<file path="config.mk">
export PLATFORM = sky130hd
export DESIGN_NAME = apc_clock_gen
export DESIGN_NICKNAME = d
export VERILOG_FILES = /design/src/core/apc_pkg.sv /design/src/core/apc_clock_gen.sv
export VERILOG_INCLUDE_DIRS = /design/src /design/src/core
export SDC_FILE = /design/constraint.sdc
export NUM_CORES = 1
export LEC_CHECK = 0
export BUFFER_PORTS_ARGS = -buffer_cell sky130_fd_sc_hd__buf_2
export CELL_PAD_IN_SITES_DETAIL_PLACEMENT = 0
export CELL_PAD_IN_SITES_GLOBAL_PLACEMENT = 1
export CORE_MARGIN = 4
export CORE_UTILIZATION = 30
export CTS_CLUSTER_DIAMETER = 120
export DETAILED_ROUTE_END_ITERATION = 12
export PLACE_DENSITY = 0.57
export SETUP_SLACK_MARGIN = 0.02
export SLEW_MARGIN = 40
export SYNTH_ARGS = -nofsm -noshare
export SYNTH_HDL_FRONTEND = slang
export SYNTH_SLANG_ARGS = --single-unit
</file>
<file path="constraint.sdc">
create_clock -name pclk -period 6.6 [get_ports pclk]
set_input_delay 0.66 -clock pclk [delete_from_list [all_inputs] [get_ports pclk]]
set_output_delay 0.66 -clock pclk [all_outputs]
set_load 0.02 [all_outputs]
</file>
<file path="src/core/apc_defines.svh">
// apc_defines.svh: register indices, field positions, reset values and
// timing figures of the audio port bit/frame clock generator.
// assumes apb with 32-bit data; a register index times four is its byte address.
`ifndef APC_DEFINES_SVH
`define APC_DEFINES_SVH

// register indices (byte address = index * 4)
`define APC_IDX_P1_BCLK_CTRL   12'h500
`define APC_IDX_P1_FRAME_LEN   12'h506
`define APC_IDX_P1_PORT_CFG    12'h501
`define APC_IDX_P1_CHAN_EN     12'h502
`define APC_IDX_P1_STATUS      12'h503
`define APC_IDX_P2_BCLK_CTRL   12'h540
`define APC_IDX_P2_FRAME_LEN   12'h546
`define APC_IDX_P2_PORT_CFG    12'h541
`define APC_IDX_P2_CHAN_EN     12'h542
`define APC_IDX_P2_STATUS      12'h543
`define APC_IDX_SAMPLE_RATES   12'h600

// reset values
`define APC_RST_RATE_CODE      5'h0c
`define APC_RST_FRAME_LEN      13'h0040

// field positions
`define APC_CFG_MASTER_BIT     4
`define APC_SR_ASYNC_LSB       8
`define APC_ST_DOMAIN_BIT      0
`define APC_ST_FAMILY_BIT      1
`define APC_ST_RUNNING_BIT     2
`define APC_ST_BCLK_RX_BIT     3
`define APC_ST_FRAME_RX_BIT    4

// domain threshold and family pattern
`define APC_ASYNC_RATE_MIN     4'h8
`define APC_FAMILY_441         2'h1

// default domain clock rates in hertz
`define APC_SYS_CLK_HZ         32'd49152000
`define APC_ASYNC_CLK_HZ       32'd45158400

`endif

</file>
<file path="src/core/apc_pkg.sv">
// apc_pkg.sv: types shared by the audio port clock generator.
// assumes apc_defines.svh is compiled alongside.
package apc_pkg;

  // per-port software configuration
  typedef struct packed {
    logic [4:0]  bit_clock_rate_code;
    logic [12:0] frame_length_divider;
    logic [3:0]  port_rate_setting;
    logic        frame_clock_master_select;
    logic [11:0] chan_en;
  } apc_port_cfg_s;

  // two-way clock pin seen by the core
  typedef struct packed {
    logic drv;
    logic oe;
  } apc_pin_s;

endpackage

</file>
<file path="src/core/apc_clock_gen.sv">
// apc_clock_gen.sv: bit and frame clock generator for two audio serial ports,
// apb register slave included.
// assumes domain clock ticks arrive as pclk-synchronous pulses, one per domain
// clock cycle, and that software respects the rate ceiling of each domain.
`timescale 1ns/1ps
`default_nettype none
`include "apc_defines.svh"

module apc_clock_gen
  import apc_pkg::*;
#(
  parameter logic [31:0] SYS_CLK_HZ   = `APC_SYS_CLK_HZ,
  parameter logic [31:0] ASYNC_CLK_HZ = `APC_ASYNC_CLK_HZ
) (
  input  wire logic        pclk,
  input  wire logic        presetn,
  input  wire logic        psel,
  input  wire logic        penable,
  input  wire logic        pwrite,
  input  wire logic [15:0] paddr,
  input  wire logic [31:0] pwdata,
  output var  logic [31:0] prdata,
  output var  logic        pready,
  output var  logic        pslverr,
  input  wire logic        system_domain_tick,
  input  wire logic        async_domain_tick,
  output var  logic [1:0]  port_bit_clock_drv,
  output var  logic [1:0]  port_bit_clock_oe,
  input  wire logic [1:0]  port_bit_clock_rx,
  output var  logic [1:0]  port_frame_clock_drv,
  output var  logic [1:0]  port_frame_clock_oe,
  input  wire logic [1:0]  port_frame_clock_rx
);

  //////////////////////////////////////////////////////////////////////////////
  // rate table

  // bit clock frequency in hertz for a code and family; reserved codes give 0
  function automatic logic [31:0] rate_hz(input logic [4:0] code, input logic fam441);
    logic [31:0] f48;
    logic [31:0] f44;
    f48 = 32'h0;
    f44 = 32'h0;
    unique case (code)
      5'h02: begin f48 = 32'd64000;    f44 = 32'd58800;    end
      5'h03: begin f48 = 32'd96000;    f44 = 32'd88200;    end
      5'h04: begin f48 = 32'd128000;   f44 = 32'd117600;   end
      5'h05: begin f48 = 32'd192000;   f44 = 32'd176400;   end
      5'h06: begin f48 = 32'd256000;   f44 = 32'd235200;   end
      5'h07: begin f48 = 32'd384000;   f44 = 32'd352800;   end
      5'h08: begin f48 = 32'd512000;   f44 = 32'd470400;   end
      5'h09: begin f48 = 32'd768000;   f44 = 32'd705600;   end
      5'h0a: begin f48 = 32'd1024000;  f44 = 32'd940800;   end
      5'h0b: begin f48 = 32'd1536000;  f44 = 32'd1411200;  end
      5'h0c: begin f48 = 32'd2048000;  f44 = 32'd1881600;  end
      5'h0d: begin f48 = 32'd3072000;  f44 = 32'd2822400;  end
      5'h0e: begin f48 = 32'd4096000;  f44 = 32'd3763200;  end
      5'h0f: begin f48 = 32'd6144000;  f44 = 32'd5644800;  end
      5'h10: begin f48 = 32'd8192000;  f44 = 32'd7526400;  end
      5'h11: begin f48 = 32'd12288000; f44 = 32'd11289600; end
      default: begin f48 = 32'h0; f44 = 32'h0; end  // reserved or above the table
    endcase
    return fam441 ? f44 : f48;
  endfunction

  //////////////////////////////////////////////////////////////////////////////
  // apb slave: no wait state; read data is registered in the setup cycle and comes from a flip-flop

  apc_port_cfg_s cfg_reg [2];
  logic [4:0]    sample_rate_reg;
  logic [4:0]    async_sample_rate_reg;
  logic [1:0]    domain_async;
  logic [1:0]    family_441;
  logic [1:0]    running;
  logic [11:0]   rd_idx;
  logic          addr_ok;
  logic          wr_fire;
  logic [31:0]   rd_word;
  logic [4:0]    status_word [2];

  assign rd_idx  = paddr[13:2];
  assign wr_fire = psel && penable && pready && pwrite;

  // address decode and read mux; unmapped or misaligned words answer with an error
  always_comb begin
    addr_ok = (paddr[1:0] == 2'h0) && (paddr[15:14] == 2'h0);
    rd_word = 32'h0;
    unique case (rd_idx)
      `APC_IDX_P1_BCLK_CTRL: rd_word = {27'h0, cfg_reg[0].bit_clock_rate_code};
      `APC_IDX_P1_FRAME_LEN: rd_word = {19'h0, cfg_reg[0].frame_length_divider};
      `APC_IDX_P1_PORT_CFG:  rd_word = {27'h0, cfg_reg[0].frame_clock_master_select,
                                        cfg_reg[0].port_rate_setting};
      `APC_IDX_P1_CHAN_EN:   rd_word = {20'h0, cfg_reg[0].chan_en};
      `APC_IDX_P1_STATUS:    rd_word = {27'h0, status_word[0]};
      `APC_IDX_P2_BCLK_CTRL: rd_word = {27'h0, cfg_reg[1].bit_clock_rate_code};
      `APC_IDX_P2_FRAME_LEN: rd_word = {19'h0, cfg_reg[1].frame_length_divider};
      `APC_IDX_P2_PORT_CFG:  rd_word = {27'h0, cfg_reg[1].frame_clock_master_select,
                                        cfg_reg[1].port_rate_setting};
      `APC_IDX_P2_CHAN_EN:   rd_word = {20'h0, cfg_reg[1].chan_en};
      `APC_IDX_P2_STATUS:    rd_word = {27'h0, status_word[1]};
      `APC_IDX_SAMPLE_RATES: rd_word = {19'h0, async_sample_rate_reg, 3'h0, sample_rate_reg};
      default:               addr_ok = 1'b0;
    endcase
  end

  // pready rises in the first access cycle and drops right after
  always_ff @(posedge pclk or negedge presetn) begin
    if (!presetn) begin
      pready  <= 1'b0;
      pslverr <= 1'b0;
      prdata  <= 32'h0;
    end else begin
      pready  <= psel && !penable;
      pslverr <= psel && !penable && !addr_ok;
      prdata  <= (psel && !penable && !pwrite && addr_ok) ? rd_word : 32'h0;
    end
  end

  // shared sample rate settings
  always_ff @(posedge pclk or negedge presetn) begin
    if (!presetn) begin
      sample_rate_reg       <= 5'h0;
      async_sample_rate_reg <= 5'h0;
    end else if (wr_fire && addr_ok && rd_idx == `APC_IDX_SAMPLE_RATES) begin
      sample_rate_reg       <= pwdata[4:0];
      async_sample_rate_reg <= pwdata[`APC_SR_ASYNC_LSB +: 5];
    end
  end

  //////////////////////////////////////////////////////////////////////////////
  // per-port configuration and clock generation

  genvar p;
  generate
    for (p = 0; p < 2; p++) begin : g_port
      localparam logic [11:0] IDX_CTRL = (p == 0) ? `APC_IDX_P1_BCLK_CTRL : `APC_IDX_P2_BCLK_CTRL;
      localparam logic [11:0] IDX_FLEN = (p == 0) ? `APC_IDX_P1_FRAME_LEN : `APC_IDX_P2_FRAME_LEN;
      localparam logic [11:0] IDX_CFG  = (p == 0) ? `APC_IDX_P1_PORT_CFG  : `APC_IDX_P2_PORT_CFG;
      localparam logic [11:0] IDX_CHEN = (p == 0) ? `APC_IDX_P1_CHAN_EN   : `APC_IDX_P2_CHAN_EN;

      logic        locked;
      logic        tick;
      logic [31:0] dom_hz;
      logic [31:0] step;
      logic [32:0] acc_sum;
      logic [31:0] acc_reg;
      logic        bclk_reg;
      logic        frame_reg;
      logic [12:0] bit_cnt_reg;
      logic        half_edge;
      logic        bclk_fall;
      logic [12:0] wrap_at;

      assign locked = |cfg_reg[p].chan_en;

      // configuration writes; rate code and master select freeze while channels run
      always_ff @(posedge pclk or negedge presetn) begin
        if (!presetn) begin
          cfg_reg[p].bit_clock_rate_code       <= `APC_RST_RATE_CODE;
          cfg_reg[p].frame_length_divider      <= `APC_RST_FRAME_LEN;
          cfg_reg[p].port_rate_setting         <= 4'h0;
          cfg_reg[p].frame_clock_master_select <= 1'b0;
          cfg_reg[p].chan_en                   <= 12'h0;
        end else if (wr_fire && addr_ok) begin
          if (rd_idx == IDX_CTRL && !locked) begin
            cfg_reg[p].bit_clock_rate_code <= pwdata[4:0];
          end
          if (rd_idx == IDX_FLEN) begin
            cfg_reg[p].frame_length_divider <= pwdata[12:0];
          end
          if (rd_idx == IDX_CFG) begin
            cfg_reg[p].port_rate_setting <= pwdata[3:0];
            if (!locked) begin
              cfg_reg[p].frame_clock_master_select <= pwdata[`APC_CFG_MASTER_BIT];
            end
          end
          if (rd_idx == IDX_CHEN) begin
            cfg_reg[p].chan_en <= pwdata[11:0];
          end
        end
      end

      // domain and family choice
      always_comb begin
        domain_async[p] = cfg_reg[p].port_rate_setting >= `APC_ASYNC_RATE_MIN;
        if (domain_async[p]) begin
          family_441[p] = async_sample_rate_reg[4:3] == `APC_FAMILY_441;
        end else begin
          family_441[p] = sample_rate_reg[4:3] == `APC_FAMILY_441;
        end
        tick    = domain_async[p] ? async_domain_tick : system_domain_tick;
        dom_hz  = domain_async[p] ? ASYNC_CLK_HZ : SYS_CLK_HZ;
        step    = rate_hz(cfg_reg[p].bit_clock_rate_code, family_441[p]);
        running[p] = cfg_reg[p].frame_clock_master_select && locked && (step != 32'h0);
      end

      // fractional divider: two half periods per bit clock, each worth dom_hz / (2 f)
      // domain ticks; relies on f at most half the domain rate so one tick toggles at most once
      // the remainder stays in acc_reg, so uneven ratios average out exactly and no half
      // period is ever more than one tick away from its ideal length
      assign acc_sum   = {1'b0, acc_reg} + {1'b0, step[30:0], 1'b0};
      assign half_edge = running[p] && tick && (acc_sum >= {1'b0, dom_hz});
      assign bclk_fall = half_edge && bclk_reg;
      assign wrap_at   = (cfg_reg[p].frame_length_divider == 13'h0)
                         ? 13'h0 : cfg_reg[p].frame_length_divider - 13'h1;

      // phase accumulator on domain ticks
      always_ff @(posedge pclk or negedge presetn) begin
        if (!presetn) begin
          acc_reg <= 32'h0;
        end else if (!running[p]) begin
          acc_reg <= 32'h0;
        end else if (tick) begin
          if (half_edge) begin
            acc_reg <= 32'(acc_sum - {1'b0, dom_hz});
          end else begin
            acc_reg <= acc_sum[31:0];  // below dom_hz here, so the top bit is zero
          end
        end
      end

      // bit clock output, master only
      always_ff @(posedge pclk or negedge presetn) begin
        if (!presetn) begin
          bclk_reg <= 1'b0;
        end else if (!running[p]) begin
          bclk_reg <= 1'b0;
        end else if (half_edge) begin
          bclk_reg <= !bclk_reg;
        end
      end

      // frame clock: high for the first half of each frame of bit clocks
      always_ff @(posedge pclk or negedge presetn) begin
        if (!presetn) begin
          bit_cnt_reg <= 13'h0;
          frame_reg   <= 1'b0;
        end else if (!running[p]) begin
          bit_cnt_reg <= 13'h0;
          frame_reg   <= 1'b0;
        end else if (bclk_fall) begin
          if (bit_cnt_reg >= wrap_at) begin
            bit_cnt_reg <= 13'h0;
            frame_reg   <= 1'b1;
          end else begin
            bit_cnt_reg <= bit_cnt_reg + 13'h1;
            frame_reg   <= (bit_cnt_reg + 13'h1) < {1'b0, cfg_reg[p].frame_length_divider[12:1]};
          end
        end
      end

      // pin outputs; enables follow the master select so slave pins stay undriven
      always_ff @(posedge pclk or negedge presetn) begin
        if (!presetn) begin
          port_bit_clock_drv[p]   <= 1'b0;
          port_bit_clock_oe[p]    <= 1'b0;
          port_frame_clock_drv[p] <= 1'b0;
          port_frame_clock_oe[p]  <= 1'b0;
        end else begin
          port_bit_clock_drv[p]   <= bclk_reg;
          port_bit_clock_oe[p]    <= cfg_reg[p].frame_clock_master_select;
          port_frame_clock_drv[p] <= frame_reg;
          port_frame_clock_oe[p]  <= cfg_reg[p].frame_clock_master_select;
        end
      end

      // status: domain, family, running and the sampled pin levels
      always_comb begin
        status_word[p] = 5'h0;
        status_word[p][`APC_ST_DOMAIN_BIT]   = domain_async[p];
        status_word[p][`APC_ST_FAMILY_BIT]   = family_441[p];
        status_word[p][`APC_ST_RUNNING_BIT]  = running[p];
        status_word[p][`APC_ST_BCLK_RX_BIT]  = port_bit_clock_rx[p];
        status_word[p][`APC_ST_FRAME_RX_BIT] = port_frame_clock_rx[p];
      end
    end
  endgenerate

endmodule

`default_nettype wire

</file>
Yosys cells after proc, flatten, opt, wreduce, memory -nomap -nowiden

Memories as Yosys holds them, arrays and structs flattened.
Index checks and enable logic that the tools add are counted.

Memories kept: 2
Bits in registers: 214
Output and inout bits: 42
Input port bits: 59
ROM bits: 2368

Memory list:

| name             | depth | width | read ports | clocked after Yosys merged registers in | write ports | line                | RTL |
|---|---|---|---|---|---|---|---|
| (name not given) | 32    | 37    | 1          | 0                                       | 0           | apc_clock_gen.sv:44 | `unique case (code)` |
| (name not given) | 32    | 37    | 1          | 0                                       | 0           | apc_clock_gen.sv:44 |  |

$add $sub $neg: 8
Mux-type cells: 35
Bitwise gates (word level): 2
Equality and inequality tests: 19
Reduce and logical (&&, ||, !) cells: 48
$lt $le $gt $ge: 8

Operators by type and width:

| cell                    | number |
|---|---|
| $mux W32                | 9 |
| $pmux W13 S11           | 1 |
| $eq A12 B11 Y1 const B  | 11 |
| $mux W13                | 8 |
| $add A32 B32 Y33        | 2 |
| $ge A33 B26 Y1          | 2 |
| $reduce_bool A32 Y1     | 2 |
| $sub A32 B26 Y32        | 2 |
| $mux W23                | 2 |
| $add A13 B1 Y13 const B | 2 |
| $ge A13 B13 Y1          | 2 |
| $logic_not A13 Y1       | 2 |
| $lt A13 B12 Y1          | 2 |
| $sub A13 B1 Y13 const B | 2 |
| $reduce_or A12 Y1       | 2 |
| $logic_and A1 B1 Y1     | 22 |
| $reduce_and A2 Y1       | 8 |
| $mux W1                 | 15 |
| $ne A2 B1 Y1 const B    | 6 |
| $reduce_or A11 Y1       | 1 |
| $ge A4 B4 Y1 const B    | 2 |
| $logic_not A1 Y1        | 7 |
| $reduce_and A3 Y1       | 2 |
| $eq A2 B1 Y1 const B    | 2 |
| other kinds (2)         | 4 |

Depth between registers and ports, before layout

Gate-level depths: netlist (run 1).

Depth after elaboration: 10
Mapped depth: 31
Mapped depth without buffers: 27

Worst setup path before layout (run 1)

OpenSTA, ideal clock, no wires.

Kind: register -> register
Start: register cfg_reg[65] in the netlist's numbering
End: register g_port[0].acc_reg[29]
Setup slack: -54 ps
Arrival: 6529 ps
Stages on the path, launching flop included: 26
Setup time: 125 ps
Buffers on the path: 2
Data required time: 6475 ps
Cell sequence: dfrtp_1 -> clkbuf_1 -> inv_1 -> ha_1 -> clkbuf_1 -> mux2i_1 -> a221o_1 -> o21ai_0 -> nor2_1 -> ha_1 -> a221o_1 -> o21a_1 -> o21a_1 -> or3b_2 -> xor2_1 -> ha_1 -> nand4_1 -> or3_1 -> a2111oi_0 -> o2111ai_1 -> or4_1 -> nor4_4 -> nor3_1 -> nor4_1 -> mux2i_1 -> mux2_2

Cells in the longest elaborated chain, start to end: 9
Elaborated cells on any way between the ends: 13
Classes of those cells: add/sub: 2; order compare: 1; eq/ne: 1; mux: 4; reduce/logical: 4; memory: 1

Ends and longest elaborated chain:

| item                                                                     | line                 | RTL |
|---|---|---|
| from (decl)                                                              | apc_clock_gen.sv:69  | `apc_port_cfg_s cfg_reg [2];` |
| $mem_v2 Z32 W37 *                                                        | -                    |  |
| $mux W32 *                                                               | apc_clock_gen.sv:63  | `return fam441 ? f44 : f48;` |
| parallel branches: the longest is 7 deep, another holds $add A32 B32 Y33 | -                    |  |
| to (signal assigned)                                                     | apc_clock_gen.sv:215 | `acc_reg <= 32'(acc_sum - {1'b0, dom_hz});` |
| to (signal assigned)                                                     | apc_clock_gen.sv:217 | `acc_reg <= acc_sum[31:0];` |
| to (decl)                                                                | apc_clock_gen.sv:146 | `logic [31:0] acc_reg;` |

Mark *: on every way between the ends. The select of a mux whose other input is x is not followed.
A chain may end at the register's enable or synchronous reset.

Worst setup path in the final report (run 1)

Start: register cfg_reg[51] in the netlist's numbering
End: register g_port[0].acc_reg[31]

Cells in the longest elaborated chain, start to end: 10
Elaborated cells on any way between the ends: 16
Classes of those cells: add/sub: 2; order compare: 2; eq/ne: 1; mux: 7; reduce/logical: 4

Ends and longest elaborated chain:

| item |
|---|
| $ge A4 B4 Y1 (no line) * |
| parallel branches: the longest is 9 deep, another holds $add A32 B32 Y33 |

Marked as above.

==> run summary, run 1 <==
status: finished, final reports clean
Worst slew margin: 47.7%
Compound-Gate Fraction of Synth Area: 25.4%
xor/xnor share of the synthesized area: 5.09%
Tightest Pin Transition: 0.772 ns
WHS: 0.00129 ns
Register Area: 4690 um2
Setup Crit Path Kind: reg -> reg
synth-to-layout area growth: 21.7%
dominant cells by area after synthesis: dfrtp_1 27%, ha_1 9.4%, nand2_1 4.7%, a21oi_1 4.4%, nor2_1 3.9%
Yosys reg bits: 187
number of placed instances with taps included: 2831
Final setup viols: 0
Yosys cell types: 98
vias post-DR: 16000
RSZ-0062 raised after global routing: yes
Starting Density: 30.5%
Rows: 85
max_cap viols: 0
Clock Skews: 0.0222 ns
maximum number of pins on one net before global-route repair: 91
post-synthesis mux area share: 5.11%
leading area contributor after synthesis: dfrtp_1
number of top-level pins: 101
crit path buf inv count: 3
Worst Setup Start Kind: flip-flop
CP startpoint: cfg_reg[51]
largest family of logic cells by synthesized area: compound AO/OA/AOI/OAI gates
commonest non-fill, non-tap cell in the layout: nand2_1
DRC errors left: 0
Simple-Gate Fraction of Synth Area: 20.9%
most frequent cells in the layout: 204 x nand2_1, 193 x buf_4, 181 x dfrtp_1
total iterations of the first detailed-routing run: 5
IO Port Bufs: 62
r2r startpoint: cfg_reg[51]
worst hold path type: in -> async
Mapped Cells: 2006
Cell Area, Synth: 16500 um2
DIE WIDTH: 243 um
root buffer cell: clkbuf_16
TritonCTS clock tree: yes
Post-synth ARST share: 100%
static leakage: 9.38 nW
Clock Tree Buf Depth: 2
drt total wl: 56900 um
Final min period: 6.42 ns
WP data required: 7.03 ns
capture point of the worst reg-to-reg path: g_port[0].acc_reg[31]
cell area after layout: 20100 um2
CP endpoint kind: flip-flop
post-DP HPWL: 43100 um
warnings from Yosys: 0
CP delay by family, top: simple AND/OR/NAND/NOR gates
CP max-delay cell: or4_4
Multi-input gate area: 11500 um2
worst reg2reg setup slack: 0.18 ns
CORE AREA: 54100 um2
number of flops mapped to enable cells by yosys: 0
H-tree depth: 4
GRT Total Usage: 18.9%
Power Density: 119 nW/um2
Worst R2R Path Depth: 25
Final Slew Violations: 0
vias per inst: 5.50
number of flip-flops under the largest register name: 70
share of post-route cells with drive strength above 1: 22.5%
clock tree sinks: 187
Clock Latency Late Sink: 0.51 ns
final net count: 2373
hold_buf cts: 0
Die Y: 243 um
first-pass GRT wire length: 89200 um
most common flop cell mapped by yosys: dfrtp_1
die area: 58900 um2
CP max FO: 5
period utilization: 97.3%
Max IR drop VDD: 213 uV
CTS Buf Count: 17
antenna-violating nets left: 0
final hold viol count: 0
post-synth top area share: 27.4%
gr ovfl total: 0
critical path arrival: 6.85 ns
fmax: 0.156 GHz
Sum Neg Setup Slack: 0 ns
Placed Area: 18600 um2
vias in the first global route: 15400
initial antenna violation count: 3
post-DR wirelength/cell: 19.6 um
adder-cell share of the synthesized area: 9.63%
Layout fillers: 5594
Post-Layout Cell Count: 2899
CTS clk-pin slew, worst paths: 0.08 ns
Placer Congestion: 0.862
Iteration-0 DRC Markers: 1156
sequential-to-total area share from yosys stat: 28.4%
max incr delay on CP: 0.52 ns
average size of a mapped cell: 8.24 um2
routing by layer:
| layer | track usage, % | vias up | wire (um) |
|---|---|---|---|
| met5 | 0 | - | 7 |
| met2 | 29.9 | 379 | 25700 |
| met1 | 26.8 | 7768 | 27500 |
| met3 | 2.55 | 62 | 2350 |
| li1 | - | 7740 | - |
| met4 | 5.82 | 2 | 1340 |
layout make-up:
cell class	instances	area share, %
Multi-Input combinational cell	1627	57.3
Tap cell	696	4.33
Inverter	82	1.53
Clock inverter	14	1.02
Antenna cell	2	0.0249
Clock buffer	18	2.13
Timing Repair Buffer	273	10.3
Sequential cell	187	23.3
how the worst max path moves through the flow:
stage | endpoint | slack (ns) | cells after the start
after floorplan | g_port[0].acc_reg[29] | 0.07 | 25
after global placement | g_port[0].acc_reg[29] | -0.40 | 25
after detailed placement | g_port[0].acc_reg[29] | -0.38 | 25
after CTS | g_port[0].acc_reg[31] | 0.02 | 25
after global routing | g_port[0].acc_reg[31] | -0.04 | 30
final | g_port[0].acc_reg[31] | 0.18 | 25
Yosys cell counts (38+ instances only):
cell type,number
o21ai_0,122
xor2_1,43
ha_1,124
xnor2_1,53
clkbuf_1,79
a21o_1,38
dfrtp_1,181
mux2_2,53
a21oi_1,144
nand3_1,61
nand2b_1,41
a211oi_1,41
nor2_1,170
nand2_1,206
inv_1,82
what timing repair did:
item	CTS	global route
pin swaps	23	46
gates resized for setup	42	70
cloned	1	1
buffers inserted	12	18
endpoints found under the setup margin	46	66
worst reg2reg max path, delay by kind of cell (launching register included):
kind / cells / cell delay (ns)
AOI/OAI and AO/OA: 10 / 1.93
xor gates and xnor gates: 1 / 0.16
adders and majority gates: 2 / 0.53
buffers and inverters: 3 / 0.41
DFF: 1 / 0.42
and+or+nand+nor: 9 / 2.89
power by group:
| part | internal [mW] | leakage (nW) | switching, mW |
|---|---|---|---|
| Combinational | 0.0205 | 6.64 | 0.0742 |
| Clock | 0.583 | 0.308 | 0.567 |
| Sequential | 1.15 | 2.43 | 0.000825 |
cell families after synthesis:
logic type / after synthesis
muxes: 74
adders and majority gates: 126
and+or+nand+nor: 701
AOI/OAI and AO/OA: 611
buffers and inverters: 210
DFF: 187
xor gates and xnor gates: 96
other: 1
stage by stage:
step	util, %	total power [mW]	setup WS [ns]
CTS	36.1	2.43	0.0231
detailed placement	34.5	1.26	-0.383
global placement	34.4	1.26	-0.397
floorplan	-	1.21	0.0739
finish	37.1	2.39	0.179
global route	37.1	2.48	-0.0356
No activity file was read; power rests on OpenSTA's default activity.
==> run 2, diff against run 1 <==
Settings changed: BUFFER_PORTS_ARGS -buffer_cell sky130_fd_sc_hd__buf_2 to unset, DONT_BUFFER_PORTS set to 1, PLACE_DENSITY 0.57 to 0.55.
==> run 2 against run 1 <==
Effect of this change: via count is 1.3% lower; sequential power hardly changed; clock power hardly changed; combinational power is 27% lower; maximum frequency is 0.96% higher; clock skew is 0.0038 ns lower; sequential share of layout area hardly changed.
==> run summary, run 2 (synthesis gave the netlist of run 1 again) <==
fmax: 0.157 GHz
CTS Buf Count: 17
H-tree depth: 4
static leakage: 9.25 nW
wire length on met1: 28200 um
post-DR wirelength/cell: 20.3 um
Multi-input gate area: 11700 um2
TritonCTS clock tree: yes
GRT Total Usage: 19.4%
Clock Latency Late Sink: 0.50 ns
Clock Tree Buf Depth: 2
DRC errors left: 0
Register Area: 4690 um2
Worst slew margin: 48.1%
CP max-delay cell: or4_4
share of post-route cells with drive strength above 1: 22.0%
commonest non-fill, non-tap cell in the layout: buf_4
worst hold path type: in -> reg
Placed Area: 18400 um2
Setup Crit Path Kind: reg -> reg
overall power: 2.39 mW
initial antenna violation count: 2
IO Port Bufs: 0
Layout fillers: 5640
number of top-level pins: 101
status: finished, final reports clean
Rows: 85
max incr delay on CP: 0.46 ns
met3 wire length: 2660 um
critical path arrival: 6.75 ns
die area: 58900 um2
Setup WS pre-CTS: -0.445 ns
final net count: 2329
Iteration-0 DRC Markers: 1025
Sum Neg Setup Slack: 0 ns
CP max FO: 9
CORE AREA: 54100 um2
vias per inst: 5.52
worst setup margin: 0.240 ns
root buffer cell: clkbuf_16
maximum number of pins on one net before global-route repair: 185
gr ovfl total: 0
most frequent cells in the layout: 207 x buf_4, 201 x nand2_1, 181 x dfrtp_1
CP endpoint kind: flip-flop
Clock Skews: 0.0184 ns
vias in the first global route: 15400
vias post-DR: 15700
Max IR drop VDD: 184 uV
antenna-violating nets left: 0
first-pass GRT wire length: 91000 um
post-DP HPWL: 42900 um
final hold viol count: 0
Placer Congestion: 0.852
DIE WIDTH: 243 um
number of flip-flops under the largest register name: 70
Most Frequent Cell on Critical Path: buf_4
drt total wl: 57800 um
RSZ-0062 raised after global routing: yes
Power Density: 119 nW/um2
total iterations of the first detailed-routing run: 6
period utilization: 96.4%
max_cap viols: 0
Final min period: 6.36 ns
Final Slew Violations: 0
Worst Setup Start Kind: flip-flop
met2 wire len: 26200 um
clock tree sinks: 187
synth-to-layout area growth: 21.6%
max layer used: met4
CTS clk-pin slew, worst paths: 0.09 ns
Starting Density: 30.5%
Final setup viols: 0
Tightest Pin Transition: 0.778 ns
cell area after layout: 20100 um2
Die Y: 243 um
WP data required: 6.99 ns
run 2: cell type report:
cell class | instances | share of cell area, %
clock inverters | 15 | 1.11
well taps | 696 | 4.33
flip-flops and latches | 187 | 23.3
repair buffers | 229 | 9.46
diodes | 1 | 0.0125
multi-input cells | 1627 | 58.1
clock buffers | 17 | 2.12
inverters | 82 | 1.53
run 2: report_power, final:
group / switching [mW] / internal (mW) / leakage [nW]
registers: 0.00119 / 1.15 / 2.43
logic: 0.0560 / 0.0133 / 6.51
clock network: 0.613 / 0.565 / 0.314
run 2: path summary, 6_finish.rpt:
check	start	to	slack, ns	depth (start not counted)
worst max-delay path	cfg_reg[51]	g_port[0].bit_cnt_reg[10]	0.24	30
max in group asynchronous	presetn	cfg_reg[23]	4.77	4
worst max register to register	cfg_reg[51]	g_port[0].bit_cnt_reg[10]	0.24	30
worst min register to register	g_port[1].frame_reg	port_frame_clock_drv[1]	0.39	0
worst min-delay path	penable	pready	0.23	1
min in group asynchronous	presetn	g_port[1].acc_reg[4]	0.74	2
run 2: critical path, delay by kind of cell (launching register included):
family / cells / cell delay (ns)
AOI/OAI and AO/OA: 12 / 1.83
xor gates and xnor gates: 1 / 0.12
adders and majority gates: 2 / 0.60
buffers and inverters: 8 / 1.21
DFF: 1 / 0.40
and+or+nand+nor: 7 / 2.05
run 2: metal layers:
| layer | GRT usage [%] | up-vias |
|---|---|---|
| li1 | - | 7640 |
| met1 | 27.4 | 7747 |
| met2 | 30.6 | 311 |
| met3 | 3.64 | 47 |
| met4 | 4.63 | 0 |
| met5 | 0 | - |
run 2: per-stage QoR:
stage	std cells	hold WS [ns]	util, %
after floorplan	2024	0.354	-
after global placement	2777	0.368	33.9
after detailed placement	2780	0.369	34.0
after CTS	2832	0.182	36.0
after global routing	2854	0.200	37.1
final	2854	0.229	37.1
run 2: timing repair:
item / CTS / global route
buffers inserted: 17 / 18
endpoints found under the setup margin: 44 / 70
hold buffers: 2 / 1
gates cloned: 1 / 0
gates resized for setup: 60 / 89
pin swaps: 46 / 57
hold endpoints to repair: 184 / 34
